**src/rtl/eps_cfg.svh**
```systemverilog
/*
 * Constants of the energy pulse and calibration scaling block: register
 * offsets, field widths, reset values and fixed scaling shifts.
 * Assumes inclusion by bare name from the design files.
 */
`ifndef EPS_CFG_SVH
`define EPS_CFG_SVH

`define EPS_OFS_GAIN 8'h00
`define EPS_OFS_NUM 8'h04
`define EPS_OFS_DEN 8'h08
`define EPS_OFS_DIV 8'h0C
`define EPS_OFS_ENERGY 8'h10
`define EPS_OFS_LINE_ACT 8'h14
`define EPS_OFS_LINE_APP 8'h18
`define EPS_OFS_HALF_CYC 8'h1C
`define EPS_OFS_PERIOD 8'h20
`define EPS_OFS_STATUS 8'h24
`define EPS_OFS_MASK 8'h28

`define EPS_GAIN_W 12
`define EPS_RATIO_W 12
`define EPS_DIV_W 8
`define EPS_HALF_W 16
`define EPS_PERIOD_W 16
`define EPS_STAT_W 2
`define EPS_STAT_LINE_DONE 0
`define EPS_STAT_PULSE 1

`define EPS_GAIN_SHIFT 12
`define EPS_ENERGY_LSB 24
`define EPS_LINE_LSB 12
`define EPS_PERIOD_TICK 8
`define EPS_CF_UNIT_SHIFT 12
`define EPS_PULSE_CYCLES 16

`define EPS_GAIN_RESET 12'h000
`define EPS_RATIO_RESET 12'h03F
`define EPS_DIV_RESET 8'h00
`define EPS_HALF_RESET 16'h00C8
`define EPS_MASK_RESET 2'h0

`endif

```
**src/rtl/eps_pkg.sv**
```systemverilog
/*
 * Types of the energy pulse and calibration scaling block.
 * Assumes nothing beyond a SystemVerilog compiler.
 */
package eps_pkg;
    typedef enum logic [0:0] {
        LINE_ARM,
        LINE_RUN
    } eps_line_state_type;
endpackage : eps_pkg

```
**src/rtl/eps_sync.sv**
```systemverilog
/*
 * Three-stage input synchroniser with agreement filter.
 * Assumes a level from outside the clock domain.
 */
`timescale 1ns/1ns
`default_nettype none
module eps_sync (
    // clock and reset
    input wire logic clk_in,
    input wire logic rst_in,
    // signal
    input wire logic async_in,
    output logic level_out
);
    logic stage1;
    logic stage2;
    logic stage3;

    always_ff @(posedge clk_in or posedge rst_in)
    begin
        if (rst_in)
        begin
            stage1 <= 1'b0;
            stage2 <= 1'b0;
            stage3 <= 1'b0;
        end
        else
        begin
            stage1 <= async_in;
            stage2 <= stage1;
            stage3 <= stage2;
        end
    end

    // change accepted once stages two and three agree
    always_ff @(posedge clk_in or posedge rst_in)
    begin
        if (rst_in)
            level_out <= 1'b0;
        else if (stage2 == stage3)
            level_out <= stage3;
    end
endmodule : eps_sync
`default_nettype wire

```
**src/rtl/eps_rate_mult.sv**
```systemverilog
/*
 * Rational rate multiplier turning gain-scaled active energy into pulses.
 * Assumes one sample at most per clock and positive power only counted.
 */
`timescale 1ns/1ns
`default_nettype none
module eps_rate_mult #(
    parameter int SAMPLE_W = 26,
    parameter int RATIO_W = 12,
    parameter int UNIT_SHIFT = 12
) (
    // clock and reset
    input wire logic clk_in,
    input wire logic rst_in,
    // energy samples
    input wire logic sample_valid_in,
    input wire logic signed [SAMPLE_W-1:0] sample_in,
    // ratio settings
    input wire logic [RATIO_W-1:0] numerator_in,
    input wire logic [RATIO_W-1:0] denominator_in,
    // pulse
    output logic pulse_out
);
    localparam int ACC_W = SAMPLE_W + RATIO_W + UNIT_SHIFT + 2;

    initial
    begin
        if (UNIT_SHIFT < 0 || UNIT_SHIFT > 24 || SAMPLE_W < 2 || RATIO_W < 1)
            $error("eps_rate_mult: unsupported parameters");
    end

    logic [ACC_W-1:0] acc;
    logic [ACC_W-1:0] inc;
    logic [ACC_W-1:0] thr;
    logic [ACC_W-1:0] sum;
    logic [RATIO_W:0] num_p1;
    logic [RATIO_W:0] den_p1;

    always_comb
    begin
        num_p1 = {1'b0, numerator_in} + 1'b1;
        den_p1 = {1'b0, denominator_in} + 1'b1;
        inc = '0;
        if (sample_valid_in && !sample_in[SAMPLE_W-1])
            inc = ACC_W'(sample_in) * ACC_W'(num_p1);
        thr = ACC_W'(den_p1) << UNIT_SHIFT;
        sum = acc + inc;
    end

    // remainder carried over each pulse
    always_ff @(posedge clk_in or posedge rst_in)
    begin
        if (rst_in)
        begin
            acc <= '0;
            pulse_out <= 1'b0;
        end
        else if (sum >= thr)
        begin
            acc <= sum - thr;
            pulse_out <= 1'b1;
        end
        else
        begin
            acc <= sum;
            pulse_out <= 1'b0;
        end
    end
endmodule : eps_rate_mult
`default_nettype wire

```
**src/rtl/eps_top.sv**
```systemverilog
/*
 * Energy pulse and calibration scaling: gain, energy divider, pulse
 * output, period measurement and line cycle accumulation, with registers.
 * Assumes power samples on the core clock and a zero-crossing pin level.
 */
// Our own choices: the register addresses and strobed register access.
`timescale 1ns/1ns
`default_nettype none
`include "eps_cfg.svh"
module eps_top #(
    parameter int PULSE_CYCLES = `EPS_PULSE_CYCLES,
    parameter int CF_UNIT_SHIFT = `EPS_CF_UNIT_SHIFT
) (
    // clock and reset
    input wire logic CORE_CLK_IN,
    input wire logic RST_IN,
    // register port
    input wire logic [7:0] REG_ADDR_IN,
    input wire logic [31:0] REG_WDATA_IN,
    input wire logic REG_WR_IN,
    input wire logic REG_RD_IN,
    output logic [31:0] REG_RDATA_OUT,
    // power samples
    input wire logic signed [23:0] ACTIVE_POWER_IN,
    input wire logic [23:0] APPARENT_POWER_IN,
    input wire logic POWER_VALID_IN,
    // line
    input wire logic ZERO_CROSS_IN,
    // outputs
    output logic ENERGY_PULSE_OUT,
    output logic IRQ_N_OUT
);
    initial
    begin
        if (PULSE_CYCLES < 1 || PULSE_CYCLES > 65535)
            $error("eps_top: PULSE_CYCLES out of range");
    end
    logic signed [`EPS_GAIN_W-1:0] active_power_gain;
    logic [`EPS_RATIO_W-1:0] pulse_ratio_numerator;
    logic [`EPS_RATIO_W-1:0] pulse_ratio_denominator;
    logic [`EPS_DIV_W-1:0] active_energy_divider;
    logic [`EPS_HALF_W-1:0] half_cycle_count;
    logic [`EPS_STAT_W-1:0] irq_mask;
    logic [`EPS_STAT_W-1:0] irq_status;
    logic signed [23:0] active_energy_accum;
    logic signed [23:0] line_active_energy;
    logic [23:0] line_apparent_energy;
    logic [`EPS_PERIOD_W-1:0] line_period;

    logic wr_gain;
    logic wr_num;
    logic wr_den;
    logic wr_div;
    logic wr_half;
    logic wr_mask;
    logic rd_status;

    // register write decode
    always_comb
    begin
        wr_gain = 1'b0;
        wr_num = 1'b0;
        wr_den = 1'b0;
        wr_div = 1'b0;
        wr_half = 1'b0;
        wr_mask = 1'b0;
        if (REG_WR_IN && REG_ADDR_IN == `EPS_OFS_GAIN)
            wr_gain = 1'b1;
        else if (REG_WR_IN && REG_ADDR_IN == `EPS_OFS_NUM)
            wr_num = 1'b1;
        else if (REG_WR_IN && REG_ADDR_IN == `EPS_OFS_DEN)
            wr_den = 1'b1;
        else if (REG_WR_IN && REG_ADDR_IN == `EPS_OFS_DIV)
            wr_div = 1'b1;
        else if (REG_WR_IN && REG_ADDR_IN == `EPS_OFS_HALF_CYC)
            wr_half = 1'b1;
        else if (REG_WR_IN && REG_ADDR_IN == `EPS_OFS_MASK)
            wr_mask = 1'b1;
        rd_status = REG_RD_IN && REG_ADDR_IN == `EPS_OFS_STATUS;
    end

    always_ff @(posedge CORE_CLK_IN or posedge RST_IN)
    begin
        if (RST_IN)
        begin
            active_power_gain <= `EPS_GAIN_RESET;
            pulse_ratio_numerator <= `EPS_RATIO_RESET;
            pulse_ratio_denominator <= `EPS_RATIO_RESET;
            active_energy_divider <= `EPS_DIV_RESET;
            half_cycle_count <= `EPS_HALF_RESET;
            irq_mask <= `EPS_MASK_RESET;
        end
        else
        begin
            if (wr_gain)
                active_power_gain <= REG_WDATA_IN[`EPS_GAIN_W-1:0];
            if (wr_num)
                pulse_ratio_numerator <= REG_WDATA_IN[`EPS_RATIO_W-1:0];
            if (wr_den)
                pulse_ratio_denominator <= REG_WDATA_IN[`EPS_RATIO_W-1:0];
            if (wr_div)
                active_energy_divider <= REG_WDATA_IN[`EPS_DIV_W-1:0];
            if (wr_half)
                half_cycle_count <= REG_WDATA_IN[`EPS_HALF_W-1:0];
            if (wr_mask)
                irq_mask <= REG_WDATA_IN[`EPS_STAT_W-1:0];
        end
    end

    // gain: p * (1 + gain / 4096)
    logic signed [35:0] gain_product;
    logic signed [25:0] scaled_power;
    always_comb
    begin
        gain_product = ACTIVE_POWER_IN * active_power_gain;
        scaled_power = {{2{ACTIVE_POWER_IN[23]}}, ACTIVE_POWER_IN}
            + {{2{gain_product[35]}}, gain_product[35:`EPS_GAIN_SHIFT]};
    end

    // readable energy, divided by the energy divider only
    logic signed [47:0] div_acc;
    logic signed [47:0] div_sum;
    logic signed [47:0] div_thr;
    logic [`EPS_DIV_W-1:0] div_eff;
    always_comb
    begin
        div_eff = (active_energy_divider == '0) ? `EPS_DIV_W'(1) : active_energy_divider;
        div_thr = 48'(div_eff) <<< `EPS_ENERGY_LSB;
        div_sum = div_acc;
        if (POWER_VALID_IN)
            div_sum = div_acc + 48'(scaled_power);
    end
    always_ff @(posedge CORE_CLK_IN or posedge RST_IN)
    begin
        if (RST_IN)
        begin
            div_acc <= '0;
            active_energy_accum <= '0;
        end
        else if (div_sum >= div_thr)
        begin
            div_acc <= div_sum - div_thr;
            active_energy_accum <= active_energy_accum + 24'sd1;
        end
        else if (div_sum <= -div_thr)
        begin
            div_acc <= div_sum + div_thr;
            active_energy_accum <= active_energy_accum - 24'sd1;
        end
        else
            div_acc <= div_sum;
    end

    // pulse chain sees gain-scaled energy, never the divider
    logic pulse_event;
    eps_rate_mult #(
        .SAMPLE_W(26),
        .RATIO_W(`EPS_RATIO_W),
        .UNIT_SHIFT(CF_UNIT_SHIFT)
    ) u_rate_mult (
        .clk_in(CORE_CLK_IN),
        .rst_in(RST_IN),
        .sample_valid_in(POWER_VALID_IN),
        .sample_in(scaled_power),
        .numerator_in(pulse_ratio_numerator),
        .denominator_in(pulse_ratio_denominator),
        .pulse_out(pulse_event)
    );

    logic [15:0] pulse_timer;
    always_ff @(posedge CORE_CLK_IN or posedge RST_IN)
    begin
        if (RST_IN)
            pulse_timer <= '0;
        else if (pulse_event)
            pulse_timer <= 16'(PULSE_CYCLES);
        else if (pulse_timer != '0)
            pulse_timer <= pulse_timer - 16'd1;
    end
    assign ENERGY_PULSE_OUT = (pulse_timer != '0);
    // zero crossing and period
    logic zx_level;
    logic zx_prev;
    logic zx_edge;
    logic zx_rise;
    eps_sync u_zx_sync (
        .clk_in(CORE_CLK_IN),
        .rst_in(RST_IN),
        .async_in(ZERO_CROSS_IN),
        .level_out(zx_level)
    );
    always_ff @(posedge CORE_CLK_IN or posedge RST_IN)
    begin
        if (RST_IN)
            zx_prev <= 1'b0;
        else
            zx_prev <= zx_level;
    end
    assign zx_edge = zx_level != zx_prev;
    assign zx_rise = zx_level && !zx_prev;

    logic [2:0] tick_div;
    logic tick8;
    logic [`EPS_PERIOD_W-1:0] period_cnt;
    assign tick8 = (tick_div == 3'(`EPS_PERIOD_TICK - 1));
    always_ff @(posedge CORE_CLK_IN or posedge RST_IN)
    begin
        if (RST_IN)
            tick_div <= '0;
        else if (zx_rise || tick8)
            tick_div <= '0;
        else
            tick_div <= tick_div + 3'd1;
    end

    always_ff @(posedge CORE_CLK_IN or posedge RST_IN)
    begin
        if (RST_IN)
        begin
            period_cnt <= '0;
            line_period <= '0;
        end
        else if (zx_rise)
        begin
            line_period <= period_cnt + `EPS_PERIOD_W'(tick8 && period_cnt != '1);
            period_cnt <= '0;
        end
        else if (tick8 && period_cnt != '1)
            period_cnt <= period_cnt + `EPS_PERIOD_W'(1);
    end

    // line cycle accumulation over whole half cycles
    eps_pkg::eps_line_state_type line_state;
    logic [`EPS_HALF_W-1:0] half_seen;
    logic [`EPS_HALF_W-1:0] half_target;
    logic signed [47:0] line_act_acc;
    logic [47:0] line_app_acc;
    logic signed [47:0] next_line_act;
    logic [47:0] next_line_app;
    logic line_done;
    always_comb
    begin
        half_target = (half_cycle_count == '0) ? `EPS_HALF_W'(1) : half_cycle_count;
        next_line_act = line_act_acc;
        next_line_app = line_app_acc;
        if (POWER_VALID_IN)
        begin
            next_line_act = line_act_acc + 48'(scaled_power);
            next_line_app = line_app_acc + 48'(APPARENT_POWER_IN);
        end
        line_done = (line_state == eps_pkg::LINE_RUN) && zx_edge
            && (half_seen + `EPS_HALF_W'(1) >= half_target);
    end

    always_ff @(posedge CORE_CLK_IN or posedge RST_IN)
    begin
        if (RST_IN)
        begin
            line_state <= eps_pkg::LINE_ARM;
            half_seen <= '0;
            line_act_acc <= '0;
            line_app_acc <= '0;
        end
        else if (wr_half)
        begin
            line_state <= eps_pkg::LINE_ARM;
            half_seen <= '0;
        end
        else
        begin
            case (line_state)
                eps_pkg::LINE_ARM:
                begin
                    if (zx_edge)
                    begin
                        line_state <= eps_pkg::LINE_RUN;
                        half_seen <= '0;
                        line_act_acc <= '0;
                        line_app_acc <= '0;
                    end
                end
                eps_pkg::LINE_RUN:
                begin
                    if (line_done)
                    begin
                        half_seen <= '0;
                        line_act_acc <= '0;
                        line_app_acc <= '0;
                    end
                    else
                    begin
                        if (zx_edge)
                            half_seen <= half_seen + `EPS_HALF_W'(1);
                        line_act_acc <= next_line_act;
                        line_app_acc <= next_line_app;
                    end
                end
                default:
                    line_state <= eps_pkg::LINE_ARM;
            endcase
        end
    end

    // both results latched together so the host may read them in turn
    always_ff @(posedge CORE_CLK_IN or posedge RST_IN)
    begin
        if (RST_IN)
        begin
            line_active_energy <= '0;
            line_apparent_energy <= '0;
        end
        else if (line_done)
        begin
            line_active_energy <= next_line_act[`EPS_LINE_LSB+23:`EPS_LINE_LSB];
            line_apparent_energy <= next_line_app[`EPS_LINE_LSB+23:`EPS_LINE_LSB];
        end
    end

    // interrupt status: read clears, new event wins
    logic [`EPS_STAT_W-1:0] events;
    always_comb
    begin
        events = '0;
        events[`EPS_STAT_LINE_DONE] = line_done;
        events[`EPS_STAT_PULSE] = pulse_event;
    end
    always_ff @(posedge CORE_CLK_IN or posedge RST_IN)
    begin
        if (RST_IN)
            irq_status <= '0;
        else if (rd_status)
            irq_status <= events;
        else
            irq_status <= irq_status | events;
    end
    assign IRQ_N_OUT = !(|(irq_status & irq_mask));

    // read data, valid only in the cycle after the strobe
    always_ff @(posedge CORE_CLK_IN or posedge RST_IN)
    begin
        if (RST_IN)
            REG_RDATA_OUT <= '0;
        else if (!REG_RD_IN)
            REG_RDATA_OUT <= '0;
        else if (REG_ADDR_IN == `EPS_OFS_GAIN)
            REG_RDATA_OUT <= 32'(unsigned'(active_power_gain));
        else if (REG_ADDR_IN == `EPS_OFS_NUM)
            REG_RDATA_OUT <= 32'(pulse_ratio_numerator);
        else if (REG_ADDR_IN == `EPS_OFS_DEN)
            REG_RDATA_OUT <= 32'(pulse_ratio_denominator);
        else if (REG_ADDR_IN == `EPS_OFS_DIV)
            REG_RDATA_OUT <= 32'(active_energy_divider);
        else if (REG_ADDR_IN == `EPS_OFS_ENERGY)
            REG_RDATA_OUT <= 32'(unsigned'(active_energy_accum));
        else if (REG_ADDR_IN == `EPS_OFS_LINE_ACT)
            REG_RDATA_OUT <= 32'(unsigned'(line_active_energy));
        else if (REG_ADDR_IN == `EPS_OFS_LINE_APP)
            REG_RDATA_OUT <= 32'(line_apparent_energy);
        else if (REG_ADDR_IN == `EPS_OFS_HALF_CYC)
            REG_RDATA_OUT <= 32'(half_cycle_count);
        else if (REG_ADDR_IN == `EPS_OFS_PERIOD)
            REG_RDATA_OUT <= 32'(line_period);
        else if (REG_ADDR_IN == `EPS_OFS_STATUS)
            REG_RDATA_OUT <= 32'(irq_status);
        else if (REG_ADDR_IN == `EPS_OFS_MASK)
            REG_RDATA_OUT <= 32'(irq_mask);
        else
            REG_RDATA_OUT <= '0;
    end
endmodule : eps_top
`default_nettype wire

```
**config.mk**
```make
export PLATFORM = sky130hd
export DESIGN_NAME = eps_top
export DESIGN_NICKNAME = d
export VERILOG_FILES = /design/src/rtl/eps_pkg.sv /design/src/rtl/eps_sync.sv /design/src/rtl/eps_rate_mult.sv /design/src/rtl/eps_top.sv
export VERILOG_INCLUDE_DIRS = /design/src /design/src/rtl
export SDC_FILE = /design/constraint.sdc
export NUM_CORES = 2
export LEC_CHECK = 0
export BUFFER_PORTS_ARGS = -buffer_cell sky130_fd_sc_hd__buf_2
export CAP_MARGIN = 20
export CORE_ASPECT_RATIO = 0.7
export CORE_MARGIN = 10
export CORE_UTILIZATION = 66
export CTS_CLUSTER_DIAMETER = 60
export DETAILED_ROUTE_END_ITERATION = 6
export PLACE_DENSITY_LB_ADDON = 0.2
export SETUP_SLACK_MARGIN = 0.15
export SLEW_MARGIN = 10
export SYNTH_ARGS = -nofsm -noshare
export SYNTH_HDL_FRONTEND = slang
export SYNTH_SLANG_ARGS = --single-unit
```
**constraint.sdc**
```tcl
create_clock -name CORE_CLK_IN -period 21.5 [get_ports CORE_CLK_IN]
set_clock_uncertainty 0.1 [all_clocks]
set_input_delay 1.075 -clock CORE_CLK_IN [delete_from_list [all_inputs] [get_ports CORE_CLK_IN]]
set_output_delay 1.075 -clock CORE_CLK_IN [all_outputs]
set_load 0.02 [all_outputs]
```
; After elaboration in Yosys (flattened, before gate mapping)
; Cells that the tools add are included.
[word_totals]
register_bits = 438
[op_classes]
n_mul = 2
order_cmp = 4
n_mux = 64
n_bitwise = 4
add_sub_neg = 18
n_eq_ne = 18
n_reduce_logical = 27
[ops]
columns = cell, count
row1 = two-way mux 48 bit, 8
row2 = two-way mux 24 bit, 10
row3 = one-hot mux 48 bit (2 select lines), 2
row4 = two-way mux 16 bit, 11
row5 = two-way mux 52 bit, 2
row6 = adder 48 x 25 -> 48 bit, 2
row7 = adder 52 bit, 1
row8 = >= comparator 52 x 25 -> 1 bit, 1
row9 = subtractor 52 x 25 -> 52 bit, 1
row10 = adder 48 x 24 -> 48 bit, 1
row11 = adder 48 x 33 -> 48 bit, 1
row12 = >= comparator 48 x 33 -> 1 bit, 1
row13 = less-or-equal comparator 48 bit, 1
row14 = negator 32 -> 48 bit, 1
row15 = subtractor 48 x 33 -> 48 bit, 1
row16 = multiplier 25 x 14 -> 39 bit, 1
row17 = multiplier 24 x 12 -> 36 bit, 1
row18 = "adder 16 x 1 -> 16 bit, second input constant", 2
row19 = "equality test 8 x 5 -> 1 bit, second input constant", 4
row20 = one-hot mux 16 bit (2 select lines), 1
row21 = "adder 12 x 1 -> 13 bit, second input constant", 2
row22 = adder 24 x 24 -> 25 bit, 1
row23 = two-way mux 1 bit, 25
row24 = "adder 24 x 2 -> 24 bit, second input constant", 1
row25 = other kinds (32), 55

; Logic depth before layout (Yosys ltp)
[logic_depth]
word_depth = 13
depth_mapped = 76
ltp_nobuf = 71

; By module
; A second synthesis with hierarchy kept.
[hier_totals]
cells_unflattened = 6101
area_unflattened_um2 = 53471.3
[by_module_without_submodules]
columns = module, cells_each, area_per_inst_um2, n_inst
row1 = eps_top, 3910, 34798.4, 1
row2 = eps_rate_mult, 2185, 18557.8, 1
row3 = eps_sync, 6, 115.1, 1

; Worst setup path after synthesis
; OpenSTA, ideal clock, no wires.
[synth_path]
kind = input -> register
from = in ACTIVE_POWER_IN[6]
to = reg u_rate_mult.acc[47]
cell_stages = 62
path_buffers = 3
required_ns = 21.262
arrival_time_ns = 16.989
path_slack_ns = 4.273
path_cell_list = clkbuf_1 nand2_1 fa_1 inv_1 fa_1 fa_1 fa_1 inv_1 fa_1 inv_1 ha_1 o21a_1 o21a_1 o21ai_0 a21oi_1 o21a_1 o21a_1 o21a_1 [... 26 more ...] a21o_1 a21o_1 a311o_1 a41oi_1 ha_1 a21o_1 a21o_1 nand3_1 o41ai_1 a211o_1 a311oi_1 o211ai_1 and4bb_1 nand4_1 nor4b_4 buf_4 nor4_1 xor2_1
[synth_via]
elab_chain_len = 8
[synth_lines]
columns = item, line_no
row1 = start: declaration, eps_top.sv:24  ; input wire logic signed [23:0] ACTIVE_POWER_IN,
row2 = multiplier 24 x 12 -> 36 bit, eps_top.sv:115  ; gain_product = ACTIVE_POWER_IN * active_power_gain;
row3 = adder 24 x 24 -> 25 bit (*), eps_top.sv:116  ; scaled_power = {{2{ACTIVE_POWER_IN[23]}}, ACTIVE_POWER_IN}
row4 = branches (longest 2 deep; another with multiplier 25 x 14 -> 39 bit), -
row5 = two-way mux 52 bit (*), eps_rate_mult.sv:44  ; if (sample_valid_in && !sample_in[SAMPLE_W-1])
row6 = adder 52 bit (*), eps_rate_mult.sv:47  ; sum = acc + inc;
row7 = subtractor 52 x 25 -> 52 bit / >= comparator 52 x 25 -> 1 bit (equally long branches), "eps_rate_mult.sv:60, eps_rate_mult.sv:58"
row8 = two-way mux 52 bit (*), eps_rate_mult.sv:58  ; else if (sum >= thr)
row9 = end signal: assignment, eps_rate_mult.sv:60  ; acc <= sum - thr;
row10 = end signal: assignment, eps_rate_mult.sv:65  ; acc <= sum;
row11 = end: declaration, eps_rate_mult.sv:32  ; logic [ACC_W-1:0] acc;
; Every way passes the cells marked *.
; A chain may end at the register's enable or synchronous reset.

; Final worst setup path
[layout_path]
from = reg active_power_gain[1]
to = reg u_rate_mult.acc[12]
[layout_via]
elab_chain_len = 8
[layout_lines]
columns = item, line_no
row1 = start: declaration, eps_top.sv:38  ; logic signed [`EPS_GAIN_W-1:0] active_power_gain;
row2 = start signal: assignment, eps_top.sv:86  ; active_power_gain <= `EPS_GAIN_RESET;
row3 = start signal: assignment, eps_top.sv:96  ; active_power_gain <= REG_WDATA_IN[`EPS_GAIN_W-1:0];
row4 = multiplier 24 x 12 -> 36 bit (*), eps_top.sv:115
row5 = adder 24 x 24 -> 25 bit (*), eps_top.sv:116
row6 = branches (longest 2 deep; another with multiplier 25 x 14 -> 39 bit), -
row7 = two-way mux 52 bit (*), eps_rate_mult.sv:44
row8 = adder 52 bit (*), eps_rate_mult.sv:47
row9 = subtractor 52 x 25 -> 52 bit / >= comparator 52 x 25 -> 1 bit (equally long branches), "eps_rate_mult.sv:60, eps_rate_mult.sv:58"
row10 = two-way mux 52 bit (*), eps_rate_mult.sv:58
; Marks and branches as above.

==> reports/results.tsv <==
stage	metric	value	unit
final_layout	n_antenna_cell	0	
global_routing	grt_pass1_vias	42400	
route	routedWlPerCell	20.0	microns
synth	synth-async-reset-ratio	100	%
clocking	cts_tree	yes	
route	drt-total-wl	141	mm
status	status	finished, final reports clean	
critical_path	cp_slowest_stage_delay	1.04	ns
synth	ys_ff_latch	406	
timing	setup_viol	0	
global_routing	overflow	0	
clocking	cts_root_buf	clkbuf_16	
clocking	cts.sinks	406	
clocking	htreeDepth	2	
clocking	cts_resized	0	
global_routing	use_met1	44.9	%
clocking	cts_setup_buffers	0	
critical_path	critPathLaunchType	flip-flop	
critical_path	crit_path_end_kind	flip-flop	
critical_path	required	21.93	ns
timing	slew_headroom	21.4	%
timing	period_share	90.2	%
placement	numPortBuffers	103	
route	drt_pass1_iterations	6	
placement	globalplace.congestion	0.967	
clocking	clk_latency	0.63	ns
route	drt_iter0_drc	4422	
route	vias	43200	
clocking	cts-buffers-inserted	48	
route	avgViaCountPerCell	6.12	
timing	slew_violations	0	
critical_path	worst-setup-path-type	reg -> reg	
critical_path	slowest_stage	dfrtp_1	
synth	ys.flop_type	dfrtp_1	
synth	yosys.area.top_type_share	21.8	%
placement	dp_slack	1.70	ns
floorplanning	die-area	90700	sq um
final_layout	synthToLayoutAreaGrowth	6.40	%
critical_path	critPathMaxFanout	28	
floorplanning	core-area	78400	sq um
clocking	clock_path_buffers	3	
timing	rsz0062_at_grt	no	
timing	fin_ws	2.12	ns
timing	period_needed	19.38	ns
synth	seq_area_frac_synth	19.5	%
synth	synth_most_common_cell	inv_1	
route	drc	0	
synth	synth.avg_cell_area	8.78	sq um
timing	setup_tns	0	ns
timing	fmax	51.6	MHz
final_layout	nets	7063	
clocking	path_clk_slew	0.06	ns
clocking	hold_buffers	0	
final_layout	drive_gt1_share	7.21	%
global_routing	grt_use_total	31.1	%
global_routing	grt_util_met3	6.68	%
global_routing	grt_pass1_wl	228	mm
global_routing	use_met2	47.1	%
timing	max_slew.worst_pin.slew	1.17	ns
synth	synth-edff-count	0	
global_routing	grt.busiest_layer	met2	
critical_path	cpMostUsedCell	fa_1	
min_path	hp-class	reg -> reg	
floorplanning	die_w	356	microns
synth	synth_warnings	0	
job	maxCapViolCount	0	
placement	hpwl	110	mm
synth	synth.distinct_cells	108	
synth	yosysTopAreaCell	fa_1	
timing	hold_viol	0	
synth	synth_cells	5932	
synth	synth_top_cells_by_count	inv_1 (755), nand2_1 (668), fa_1 (566)	
route	antenna_left	0	
synth	synth_area_leaders	fa_1 (22%), dfrtp_1 (19%), ha_1 (11%)	
floorplanning	start_util	66.4	%
synth	syn_area	52100	sq um
floorplanning	rows	86	
global_routing	antenna_found_initial	4	
global_routing	grt_max_degree	163	
critical_path	arrival	19.82	ns
floorplanning	die_y	255	microns
floorplanning	ios	128	
==> area by class of cell <==
type                            count  area (sq um)
Tap cell                         1056          1320
Multi-Input combinational cell   4543         38200
Inverter                          777          2930
Clock buffer                       66          1380
Fill cell                        6011         23000
Clock inverter                     24           243
Sequential cell                   406         10200
Timing Repair Buffer              179          1160
==> routing by layer <==
layer	vias to the layer above	part of all wire (%)
met5	-	0.040
met4	8	2.7
met1	21000	44
li1	19900	-
met3	228	10
met2	1978	43
==> final timing paths <==
path	slack, ns	from	endpoint	cells after the start
max	2.12	active_power_gain[1]$_DFFE_PP0P_	u_rate_mult.acc[12]$_DFF_PP0_	63
min	0.25	u_zx_sync.stage1$_DFF_PP0_	u_zx_sync.stage2$_DFF_PP0_	0
max reg2reg	2.12	active_power_gain[1]$_DFFE_PP0P_	u_rate_mult.acc[12]$_DFF_PP0_	63
min reg2reg	0.25	u_zx_sync.stage1$_DFF_PP0_	u_zx_sync.stage2$_DFF_PP0_	0
max in group asynchronous	19.25	RST_IN	pulse_timer[14]$_DFFE_PP0P_	3
min in group asynchronous	0.47	RST_IN	u_zx_sync.stage2$_DFF_PP0_	2
==> registers in the layout (all words and copies together), names as in the netlist, 24 cells and up <==
register,count
div_acc,48
u_rate_mult.acc,52
line_act_acc,36
active_energy_accum,24
line_app_acc,36
line_apparent_energy,24
line_active_energy,24
REG_RDATA_OUT,24
==> logic make-up after synthesis <==
group,Yosys count,synth area share [%]
and+or+nand+nor,1868,16.9
muxes,151,3.15
xor gates and xnor gates,342,5.75
AOI/OAI and AO/OA,1153,14.7
adders and majority gates,1015,32.5
buffers and inverters,996,7.35
other,1,0.00720
DFF,406,19.5
==> worst max-delay path, delay by kind of cell (launching register included) <==
| kind | cells | cell delay [ns] |
|---|---|---|
| adder cells (fa/ha/maj) | 15 | 6.65 |
| flip-flops | 1 | 1.04 |
| AND/OR/NAND/NOR | 20 | 4.38 |
| multiplexers | 1 | 0.23 |
| AO/OA/AOI/OAI | 14 | 4.36 |
| XOR/XNOR | 3 | 0.99 |
| buffers and inverters | 10 | 1.49 |
==> cells in the final DEF (no fill, tap or decap), types with 48 or more instances in the layout <==
| cell | instances |
|---|---|
| buf_4 | 70 |
| ha_1 | 448 |
| and3_1 | 61 |
| a21oi_1 | 281 |
| inv_1 | 753 |
| nor3_1 | 124 |
| o21ai_0 | 255 |
| dfrtp_1 | 391 |
| a21o_1 | 127 |
| buf_2 | 102 |
| nand2_1 | 668 |
| xnor2_1 | 215 |
| xor2_1 | 120 |
| and2_1 | 129 |
| clkbuf_16 | 48 |
| nand3_1 | 105 |
| mux2i_1 | 50 |
| fa_1 | 566 |
| nor2_1 | 458 |
| nand2b_1 | 61 |
| mux2_2 | 86 |
| o21a_1 | 58 |
==> per-stage QoR <==
step	cells	util, %	hold WS (ns)	instance area (sq um)
after global routing	7051	70.6	0.270	55400
after CTS	7045	70.5	0.251	55300
after floorplan	5945	-	0.231	52100
after detailed placement	6955	68.4	0.237	53700
after global placement	6955	68.4	0.239	53700
final	7051	70.6	0.249	55400
Power is left out: the tool's default activity adds up to more than one toggle a clock period on the data nets, which glitch-free logic cannot reach.
